===== src/common/ddr_front_pkg.sv =====
// Constants and carriers for the DDR front end: register map, fields,
// geometry codes, command encodings and init-sequence waits.
// Assumes a 32-bit register port with byte addresses, word aligned.
package ddr_front_pkg;
	localparam logic [7:0] REG_CS0_BOUNDS = 8'h00;
	localparam logic [7:0] REG_CS1_BOUNDS = 8'h04;
	localparam logic [7:0] REG_CS0_GEOM = 8'h08;
	localparam logic [7:0] REG_CS1_GEOM = 8'h0c;
	localparam logic [7:0] REG_CTRL = 8'h10;
	localparam logic [7:0] REG_STATUS = 8'h14;
	localparam logic [31:0] REG_RESET = 32'h0000_0000;
	// Bounds register: start field high, end field low
	localparam int BND_START_LSB = 16;
	localparam int BND_END_LSB = 0;
	localparam int BND_W = 10;
	// Geometry register fields
	localparam int GEOM_EN_BIT = 31;
	localparam int GEOM_AP_BIT = 23;
	localparam int GEOM_ROW_LSB = 8;
	localparam int GEOM_COL_LSB = 0;
	// Control and status register fields
	localparam int CTRL_EN_BIT = 31;
	localparam int CTRL_WIDE_BIT = 0;
	localparam int STS_READY_BIT = 31;
	// Row code 000 = 12 bits upward, column code 000 = 8 bits upward
	localparam logic [4:0] ROW_BASE = 5'h0c;
	localparam logic [4:0] COL_BASE = 5'h08;
	localparam logic [2:0] ROW_CODE_MAX = 3'h2;
	localparam logic [2:0] COL_CODE_MAX = 3'h3;
	localparam logic [4:0] OFFS_NARROW = 5'h01;
	localparam logic [4:0] OFFS_WIDE = 5'h02;
	localparam int MA_AP_BIT = 10;
	// {ras_n, cas_n, we_n}
	localparam logic [2:0] CMD_NOP = 3'h7;
	localparam logic [2:0] CMD_PRE = 3'h2;
	localparam logic [2:0] CMD_REF = 3'h1;
	localparam logic [2:0] CMD_MRS = 3'h0;
	localparam logic [1:0] BA_EXT_MODE = 2'h1;
	localparam logic [1:0] BA_MODE = 2'h0;
	localparam logic [4:0] MRS_WAIT_CK = 5'h02;
	localparam logic [4:0] NO_WAIT_CK = 5'h00;

	typedef struct packed {
		logic [1:0] cs_n;
		logic [2:0] rcw_n;
		logic [1:0] ba;
		logic [13:0] ma;
	} cmd_s;

	typedef struct packed {
		logic hit;
		logic write;
		logic [1:0] cs;
		logic [13:0] row;
		logic [1:0] ba;
		logic [13:0] col_ma;
	} dec_s;

	localparam cmd_s CMD_IDLE = '{cs_n: 2'h3, rcw_n: 3'h7, ba: 2'h0,
		ma: 14'h0000};
endpackage


===== src/hdl/ddr_front.sv =====
// DDR controller front end: chip-select decode, row/bank/column split
// and the automatic power-up command sequence.
// Assumes a register master on sys_clk_i and a free memory clock input
// that is slower than sys_clk_i; command pins change on the third sys_clk_i edge after its rising edge.
//
// Local design decisions: the plain strobed port and the placing of the registers.
`timescale 1ns/1ps

// How it works
// - Column goes out on pin 11 then pins 9..0; pin 10 never carries column.
// - 14x11 wide mode: row from bits 28-15, bank 14-13, column 12-2.
// - Separate row, bank, column placement per geometry, narrow and wide.
// - Row width per chip select may be 12, 13 or 14 bits.
// - Column width per chip select may be 8, 9, 10 or 11 bits.
// - Row code 000 means 12 rows; column code 001 means 9 columns.
// - Enable raises clock enable and starts the init sequence by itself.
// - NOP, precharge all, extended mode set with DLL on, wait two cycles.
// - Mode set with DLL reset, wait two, precharge all, wait precharge time.
// - Two auto refreshes, each followed by the refresh period.
// - Final mode set without DLL reset, then wait two cycles.
// - Steps from NOP through last wait run with no software help.
// - Two chip selects with start and end bounds; inside range selects.
// - Bounds compare with top 10 address bits narrow, top 9 wide.
// - A chip select decodes only while its enable bit is set.
// - Auto-precharge enable requests auto precharge on every access.
// - Address line 10 high asks auto precharge, low keeps row open.
// - Precharge uses address line 10 to pick all banks or one.
module ddr_front
	import ddr_front_pkg::*;
#(
	parameter logic [4:0] TRP_CK = 5'h02,
	parameter logic [4:0] TRFC_CK = 5'h09,
	parameter logic [13:0] EXT_MODE_VALUE = 14'h0000,
	parameter logic [13:0] MODE_VALUE = 14'h0021,
	parameter int DLL_RESET_BIT = 8
) (
	input wire logic sys_clk_i,
	input wire logic resetn_i,
	input wire logic mem_clk_i,
	input wire logic [7:0] reg_addr_i,
	input wire logic [31:0] reg_wdata_i,
	input wire logic reg_wr_i,
	input wire logic reg_rd_i,
	output logic [31:0] reg_rdata_o,
	input wire logic req_valid_i,
	input wire logic req_write_i,
	input wire logic [31:0] req_addr_i,
	output logic req_ready_o,
	output logic dec_valid_o,
	output dec_s dec_o,
	output cmd_s mem_cmd_o,
	output logic mem_cke_o
);
	typedef enum logic [10:0] {
		ST_IDLE = 11'b000_0000_0001,
		ST_NOP = 11'b000_0000_0010,
		ST_PREA1 = 11'b000_0000_0100,
		ST_EMRS = 11'b000_0000_1000,
		ST_MRS_DLL = 11'b000_0001_0000,
		ST_PREA2 = 11'b000_0010_0000,
		ST_AREF1 = 11'b000_0100_0000,
		ST_AREF2 = 11'b000_1000_0000,
		ST_MRS_RUN = 11'b001_0000_0000,
		ST_FINAL = 11'b010_0000_0000,
		ST_READY = 11'b100_0000_0000
	} init_e;

	logic [31:0] bounds_ff [2];
	logic [31:0] geom_ff [2];
	logic [31:0] ctrl_ff;
	logic [31:0] rdata_ff;
	logic [2:0] mclk_ff;
	init_e state_ff, nxt_state;
	cmd_s cmd_ff, nxt_cmd;
	logic [4:0] wait_ff, nxt_wait;
	logic nxt_issue;
	logic cke_ff;
	logic dec_valid_ff;
	dec_s dec_ff;

	// Register port
	wire interface_enable_bit = ctrl_ff[CTRL_EN_BIT];
	wire wide = ctrl_ff[CTRL_WIDE_BIT];
	wire init_done = (state_ff == ST_READY);
	wire [31:0] status = {init_done, 20'h0_0000, state_ff};
	wire [31:0] rd_mux =
		(reg_addr_i == REG_CS0_BOUNDS) ? bounds_ff[0] :
		(reg_addr_i == REG_CS1_BOUNDS) ? bounds_ff[1] :
		(reg_addr_i == REG_CS0_GEOM) ? geom_ff[0] :
		(reg_addr_i == REG_CS1_GEOM) ? geom_ff[1] :
		(reg_addr_i == REG_CTRL) ? ctrl_ff :
		(reg_addr_i == REG_STATUS) ? status : 32'h0000_0000;

	always_ff @(posedge sys_clk_i or negedge resetn_i) begin
		if (!resetn_i) begin
			ctrl_ff <= REG_RESET;
			rdata_ff <= REG_RESET;
		end else begin
			if (reg_wr_i && reg_addr_i == REG_CTRL)
				ctrl_ff <= reg_wdata_i;
			rdata_ff <= reg_rd_i ? rd_mux : 32'h0000_0000;
		end
	end
	assign reg_rdata_o = rdata_ff;

	// Per chip select: bounds match and geometry
	logic [1:0] cs_in;
	logic [4:0] cs_cols [2];
	logic [4:0] cs_rows [2];
	logic [1:0] cs_ap;
	wire [9:0] top_bits = wide ? {1'b0, req_addr_i[31:23]} :
		req_addr_i[31:22];
	genvar gi;
	generate
		for (gi = 0; gi < 2; gi++) begin : g_cs
			wire [7:0] b_addr = (gi == 0) ? REG_CS0_BOUNDS :
				REG_CS1_BOUNDS;
			wire [7:0] g_addr = (gi == 0) ? REG_CS0_GEOM : REG_CS1_GEOM;
			wire [9:0] st_raw = bounds_ff[gi][BND_START_LSB +: BND_W];
			wire [9:0] en_raw = bounds_ff[gi][BND_END_LSB +: BND_W];
			wire [9:0] st_f = wide ? {1'b0, st_raw[8:0]} : st_raw;
			wire [9:0] en_f = wide ? {1'b0, en_raw[8:0]} : en_raw;
			wire [2:0] rc = geom_ff[gi][GEOM_ROW_LSB +: 3];
			wire [2:0] cc = geom_ff[gi][GEOM_COL_LSB +: 3];
			always_ff @(posedge sys_clk_i or negedge resetn_i) begin
				if (!resetn_i) begin
					bounds_ff[gi] <= REG_RESET;
					geom_ff[gi] <= REG_RESET;
				end else begin
					if (reg_wr_i && reg_addr_i == b_addr)
						bounds_ff[gi] <= reg_wdata_i;
					if (reg_wr_i && reg_addr_i == g_addr)
						geom_ff[gi] <= reg_wdata_i;
				end
			end
			assign cs_in[gi] = geom_ff[gi][GEOM_EN_BIT] &&
				top_bits >= st_f && top_bits <= en_f;
			// Out-of-range codes clamp to the widest legal geometry
			assign cs_rows[gi] = ROW_BASE +
				((rc > ROW_CODE_MAX) ? {2'b00, ROW_CODE_MAX} : {2'b00, rc});
			assign cs_cols[gi] = COL_BASE +
				((cc > COL_CODE_MAX) ? {2'b00, COL_CODE_MAX} : {2'b00, cc});
			assign cs_ap[gi] = geom_ff[gi][GEOM_AP_BIT];
		end
	endgenerate

	// Address split; select 0 wins if both ranges overlap
	wire sel = !cs_in[0];
	wire [4:0] ncol = cs_cols[sel];
	wire [4:0] nrow = cs_rows[sel];
	wire [4:0] offs = wide ? OFFS_WIDE : OFFS_NARROW;
	wire [4:0] bsh = offs + ncol;
	wire [4:0] rsh = bsh + 5'h02;
	wire [31:0] col_raw = req_addr_i >> offs;
	wire [31:0] bank_raw = req_addr_i >> bsh;
	wire [31:0] row_raw = req_addr_i >> rsh;
	wire [31:0] col_mask = (32'h0000_0001 << ncol) - 32'h0000_0001;
	wire [31:0] row_mask = (32'h0000_0001 << nrow) - 32'h0000_0001;
	wire [10:0] col_bits = col_raw[10:0] & col_mask[10:0];
	wire [13:0] row_bits = row_raw[13:0] & row_mask[13:0];
	wire ap_sel = cs_ap[sel];
	wire [13:0] col_pins = {2'b00, col_bits[10], ap_sel, col_bits[9:0]};
	wire hit = |cs_in;
	wire accept = req_valid_i && req_ready_o;

	assign req_ready_o = init_done;

	always_ff @(posedge sys_clk_i or negedge resetn_i) begin
		if (!resetn_i) begin
			dec_valid_ff <= 1'b0;
			dec_ff <= '0;
		end else begin
			dec_valid_ff <= accept;
			if (accept)
				dec_ff <= '{hit: hit, write: req_write_i,
					cs: hit ? {sel, !sel} : 2'b00,
					row: row_bits, ba: bank_raw[1:0], col_ma: col_pins};
		end
	end
	assign dec_valid_o = dec_valid_ff;
	assign dec_o = dec_ff;

	// Memory clock: two flops, then edge find on the settled copies
	always_ff @(posedge sys_clk_i or negedge resetn_i) begin
		if (!resetn_i)
			mclk_ff <= 3'h0;
		else
			mclk_ff <= {mclk_ff[1:0], mem_clk_i};
	end
	wire mem_edge = mclk_ff[1] && !mclk_ff[2];
	wire fire = (wait_ff == NO_WAIT_CK);

	// Init commands go to every enabled chip select at once
	wire [1:0] en_cs_n = ~{geom_ff[1][GEOM_EN_BIT], geom_ff[0][GEOM_EN_BIT]};
	wire [13:0] pre_all = 14'h0001 << MA_AP_BIT;
	wire [13:0] dll_rst = 14'h0001 << DLL_RESET_BIT;

	always_comb begin
		nxt_state = state_ff;
		nxt_wait = fire ? NO_WAIT_CK : wait_ff - 5'h01;
		nxt_issue = 1'b0;
		nxt_cmd = '{cs_n: en_cs_n, rcw_n: CMD_NOP, ba: BA_MODE,
			ma: 14'h0000};
		case (state_ff)
			ST_IDLE: begin
				nxt_cmd = CMD_IDLE;
				nxt_state = ST_NOP;
			end
			ST_NOP: if (fire) begin
				nxt_issue = 1'b1;
				nxt_state = ST_PREA1;
			end
			ST_PREA1: if (fire) begin
				nxt_issue = 1'b1;
				nxt_cmd.rcw_n = CMD_PRE;
				nxt_cmd.ma = pre_all;
				nxt_state = ST_EMRS;
			end
			ST_EMRS: if (fire) begin
				nxt_issue = 1'b1;
				nxt_cmd.rcw_n = CMD_MRS;
				nxt_cmd.ba = BA_EXT_MODE;
				nxt_cmd.ma = EXT_MODE_VALUE;
				nxt_wait = MRS_WAIT_CK;
				nxt_state = ST_MRS_DLL;
			end
			ST_MRS_DLL: if (fire) begin
				nxt_issue = 1'b1;
				nxt_cmd.rcw_n = CMD_MRS;
				nxt_cmd.ma = MODE_VALUE | dll_rst;
				nxt_wait = MRS_WAIT_CK;
				nxt_state = ST_PREA2;
			end
			ST_PREA2: if (fire) begin
				nxt_issue = 1'b1;
				nxt_cmd.rcw_n = CMD_PRE;
				nxt_cmd.ma = pre_all;
				nxt_wait = TRP_CK;
				nxt_state = ST_AREF1;
			end
			ST_AREF1: if (fire) begin
				nxt_issue = 1'b1;
				nxt_cmd.rcw_n = CMD_REF;
				nxt_wait = TRFC_CK;
				nxt_state = ST_AREF2;
			end
			ST_AREF2: if (fire) begin
				nxt_issue = 1'b1;
				nxt_cmd.rcw_n = CMD_REF;
				nxt_wait = TRFC_CK;
				nxt_state = ST_MRS_RUN;
			end
			ST_MRS_RUN: if (fire) begin
				nxt_issue = 1'b1;
				nxt_cmd.rcw_n = CMD_MRS;
				nxt_cmd.ma = MODE_VALUE & ~dll_rst;
				nxt_wait = MRS_WAIT_CK;
				nxt_state = ST_FINAL;
			end
			ST_FINAL: if (fire)
				nxt_state = ST_READY;
			ST_READY: nxt_cmd = CMD_IDLE;
			default: begin
				nxt_cmd = CMD_IDLE;
				nxt_state = ST_IDLE;
			end
		endcase
	end

	// Clearing the enable aborts the sequence; memory sees deselect
	always_ff @(posedge sys_clk_i or negedge resetn_i) begin
		if (!resetn_i) begin
			state_ff <= ST_IDLE;
			cmd_ff <= CMD_IDLE;
			wait_ff <= NO_WAIT_CK;
			cke_ff <= 1'b0;
		end else begin
			cke_ff <= interface_enable_bit;
			if (!interface_enable_bit) begin
				state_ff <= ST_IDLE;
				cmd_ff <= CMD_IDLE;
				wait_ff <= NO_WAIT_CK;
			end else if (mem_edge) begin
				state_ff <= nxt_state;
				cmd_ff <= nxt_cmd;
				wait_ff <= nxt_wait;
			end
		end
	end
	assign mem_cmd_o = cmd_ff;
	assign mem_cke_o = cke_ff;

	// Helper: memory edges since the last issued command, saturating
	logic [4:0] gap_ff;
	wire issue_now = interface_enable_bit && mem_edge && nxt_issue;
	always_ff @(posedge sys_clk_i or negedge resetn_i) begin
		if (!resetn_i)
			gap_ff <= 5'h00;
		else if (issue_now)
			gap_ff <= 5'h00;
		else if (mem_edge && gap_ff != 5'h1f)
			gap_ff <= gap_ff + 5'h01;
	end
endmodule


===== config.mk =====
export PLATFORM = sky130hd
export DESIGN_NAME = ddr_front
export DESIGN_NICKNAME = d
export VERILOG_FILES = /design/src/common/ddr_front_pkg.sv /design/src/hdl/ddr_front.sv
export SDC_FILE = /design/constraint.sdc
export NUM_CORES = 1
export LEC_CHECK = 0
export ABC_CLOCK_PERIOD_IN_PS = 6800
export BUFFER_PORTS_ARGS = -buffer_cell sky130_fd_sc_hd__buf_2
export CELL_PAD_IN_SITES_DETAIL_PLACEMENT = 0
export CELL_PAD_IN_SITES_GLOBAL_PLACEMENT = 1
export CORE_MARGIN = 4
export CORE_UTILIZATION = 36
export CTS_BUF_LIST = sky130_fd_sc_hd__clkbuf_16
export CTS_CLUSTER_SIZE = 10
export DETAILED_ROUTE_END_ITERATION = 8
export PLACE_DENSITY_LB_ADDON = 0.08
export SLEW_MARGIN = 20
export SYNTH_ARGS = -nofsm -noshare
export SYNTH_HDL_FRONTEND = slang
export SYNTH_SLANG_ARGS = --single-unit

===== constraint.sdc =====
create_clock -name sys_clk_i -period 6.8 [get_ports sys_clk_i]
set_input_delay 0.34 -clock sys_clk_i [delete_from_list [all_inputs] [get_ports sys_clk_i]]
set_output_delay 0.34 -clock sys_clk_i [all_outputs]
set_load 0.02 [all_outputs]

==> impl_metrics.ini <==
[outcome]
outcome = finished, final reports clean

[hold_path]
hold_path_depth = 3
hp-class = in -> reg
whs_endpoint = bounds_ff[17]
min_from = reg_wdata_i[17]

[worst_setup_path]
crit_cells = 18
crit_chain = mux2i_1, ha_1, nand2b_1, a21oi_1, o31ai_1, o221ai_4, mux2i_1, ha_2, inv_1, fa_1, buf_4, nand2b_2, xor2_2, mux4_2, mux2i_1, o21ai_2, a21oi_1, o41ai_2
worst-path-buf-inv = 2
critPathTopFamily = multiplexers
reg2reg_to = dec_o[29]
cp-start-kind = register
cp-end-kind = register
cp_max_fo = 32
worstReg2RegStart = ctrl_ff[0]
cp_common_cell = mux2i_1
ff2ff_setup_slack_ns = 0.92
ff2ff_path_depth = 18
worstPathArrival_ns = 6.29
worstPathRequired_ns = 7.21
critPathKind = reg -> reg
crit_slowest_cell = dfrtp_1
critPathMaxStageDelay_ns = 0.66

[placed_design]
portBuffers = 155
dp.final_hpwl_um = 27500
dp_cells = 1855
gp_congestion = 0.819

[sta]
final_max_slew_viol_count = 0
skew_ns = 0.0199
fmax_mhz = 170
hold_violations = 0
tightest_slew_ns = 1.13
rsz0062_at_grt = false
finalSetupTns_ns = 0
min_period_ns = 5.88
whs_ns = 0.0405
maxSlewHeadroom_pct = 24.5
fin_crit_sh_pct = 86.5
finalSetupViolCount = 0

[grt]
grt_pass1_vias = 10415
grt_pass1_wl_um = 62800
antenna_found_initial = 4
grt_use_total_pct = 19.2
grt-ovfl-total = 0
grt_max_degree = 150

[final_layout]
area_delta_synth_final_pct = 15.3
drive_above_1_share_pct = 28.5
nets = 1506
finalNonFillerCells = 1914

[power]
clkPwrFrac_pct = 40.3
total_leakage_power_uw = 0.00767
peakVddDrop_v = 0.000195
p_total_uw = 3730
pwr-share-comb_pct = 16.7
p_sw_share_pct = 28.0
p_sw_uw = 1040
seqPwrFrac_pct = 43.0
p_int_uw = 2680
p_per_area_nw_per_um2 = 235

[clocking]
insertion_delay_ns = 0.58
clkTransAtPathRegs_ns = 0.07
clockRootBuffer = clkbuf_16
cts_tree = built
cts.sinks = 254
ctsLongestPathBuffers = 3
numCtsBuffers = 31
ctsResizeCount = 0
htree_num_levels = 1

[drt]
drt_iter0_drc = 591
routed_via_density = 5.28
via_count = 10112
ant_nets = 0
wl_um = 40100
wl_per_cell_um = 20.9
firstDrtPassIters = 5
drc = 0

[yosys]
netlist_area_um2 = 13700
ys_ff_latch = 254
synth_edf_count = 0
yosysTopAreaCellShare_pct = 45.1
yosysWarnings = 0
syn_inst = 1255
ys_seq_area_share_pct = 46.3
synthArstFlopShare_pct = 100
yosys.area.top_type = dfrtp_1
synthTopCellsByArea = dfrtp_1 45%, mux2_2 12%, mux2i_1 4.4%
yosys_most_used_dff = dfrtp_1
postSynthAreaPerCell_um2 = 11.0
synth_cell_types = 79

[die]
initial_core_util_pct = 36.5
rows = 71
coreArea_um2 = 37700
die-area_um2 = 41400
die_h_um = 203
ioPinCount = 169
die_x_um = 203

[run]
drv_cap = 0
-- metal layers --
metal  up-vias  GRT usage (%)  wire length (um)
met1      5075           28.2             19500
met3        52           2.81              1650
met4         4           4.12               755
met2       201           30.4             18100
li1       4780              -                 -
met5         -              0                21
-- cell families after synthesis --
group           count (synthesis)  share of synthesized area, %
mux                           240                          20.5
compound gates                295                          13.8
flops                         254                          46.3
buf+inv                       148                          4.83
simple gates                  260                          9.44
fa+ha+maj                      47                          4.33
other cells                     2                        0.0546
xor+xnor                        9                         0.683
-- power groups by stage --
| stage | clock (uW) | sequential (uW) | combinational, uW |
|---|---|---|---|
| 2_1_floorplan | 0 | 1620 | 431 |
| 3_3_place_gp | 0 | 1630 | 626 |
| 3_5_place_dp | 0 | 1630 | 625 |
| 4_1_cts | 1560 | 1600 | 628 |
| 5_1_grt | 1620 | 1610 | 694 |
| 6_report | 1500 | 1600 | 621 |
-- Yosys cell counts, types with 4 or more instances --
master and instances:
nand3_1 14, a21o_1 6, mux2_2 151, a211oi_1 14, buf_2 26, a31oi_1 4
mux2_1 12, nor3_1 16, o211ai_1 7, inv_1 50, o2bb2ai_1 7, nor2b_1 38
o31ai_1 6, a21oi_1 86, o22ai_1 7, a221oi_1 23, a22oi_1 33, dfstp_2 6
nor2_1 46, and2_1 7, xor2_1 5, o21ai_1 15, buf_4 19, nand4_1 7
nand2b_1 9, nand2_1 95, dfrtp_1 248, and3_1 6, ha_1 46, clkbuf_1 38
mux2i_1 60, o21ai_0 60, mux4_2 16, buf_1 11
-- how the worst max path moves through the flow --
stage,startpoint,to,slack [ns]
6_report,ctrl_ff[0],dec_o[29],0.92
3_3_place_gp,ctrl_ff[0],dec_o[29],1.05
5_1_grt,ctrl_ff[0],dec_o[25],0.44
2_1_floorplan,ctrl_ff[0],dec_o[17],1.22
3_5_place_dp,ctrl_ff[0],dec_o[29],0.81
4_1_cts,ctrl_ff[0],dec_o[29],0.78
-- layout by cell type, fill, tap and decap left out, types with 38 or more instances in the layout --
cell / netlist / layout
ha_1: 46 / 45
mux2_2: 151 / 151
buf_2: 26 / 154
nor2b_1: 38 / 38
a21oi_1: 86 / 86
mux2i_1: 60 / 60
inv_1: 50 / 68
nand2_1: 95 / 94
nor2_1: 46 / 46
o21ai_0: 60 / 60
dfrtp_1: 248 / 248
-- final cells by class --
| class | count | area (um2) |
|---|---|---|
| Fill cell | 3756 | 21800 |
| Multi-Input combinational cell | 867 | 6790 |
| Sequential cell | 254 | 6360 |
| Timing Repair Buffer | 174 | 948 |
| Clock buffer | 31 | 776 |
| Tap cell | 511 | 639 |
| Inverter | 52 | 195 |
| Clock inverter | 24 | 135 |
| Antenna cell | 1 | 2.50 |
-- registers in the layout, indices dropped and copies added, names as in the netlist --
| signal | flops |
|---|---|
| g_cs.rc | 6 |
| g_cs.cc | 6 |
| state_ff | 11 |
| cs_ap | 2 |
| dec_o | 32 |
| mclk_ff | 3 |
| reg_rdata_o | 32 |
| geom_ff | 50 |
| mem_cke_o | 1 |
| ctrl_ff | 32 |
| mem_cmd_o | 9 |
| bounds_ff | 64 |
| wait_ff | 5 |
| dec_valid_o | 1 |
-- metrics by stage --
step,utilization (%),instance area (um2),setup slack [ns]
after floorplan,-,13800,1.22
after global placement,39.6,14900,1.05
after detailed placement,39.6,14900,0.809
after CTS,42.1,15800,0.784
after global routing,42.1,15800,0.437
final,42.1,15800,0.916
-- timing repair --
item,in CTS,in global routing
hold buffers,3,0
endpoints found under the setup margin,0,0
buffers inserted,0,0
hold endpoints to repair,107,0
-- worst reg2reg max path: cells and delay by family (launching register included) --
| family | cells | cell delay (ns) |
|---|---|---|
| xor+xnor | 1 | 0.37 |
| fa+ha+maj | 3 | 1.03 |
| mux | 4 | 1.67 |
| flops | 1 | 0.66 |
| compound gates | 6 | 1.17 |
| buf+inv | 2 | 0.39 |
| simple gates | 2 | 0.40 |
No activity file was read; power rests on OpenSTA's default activity.
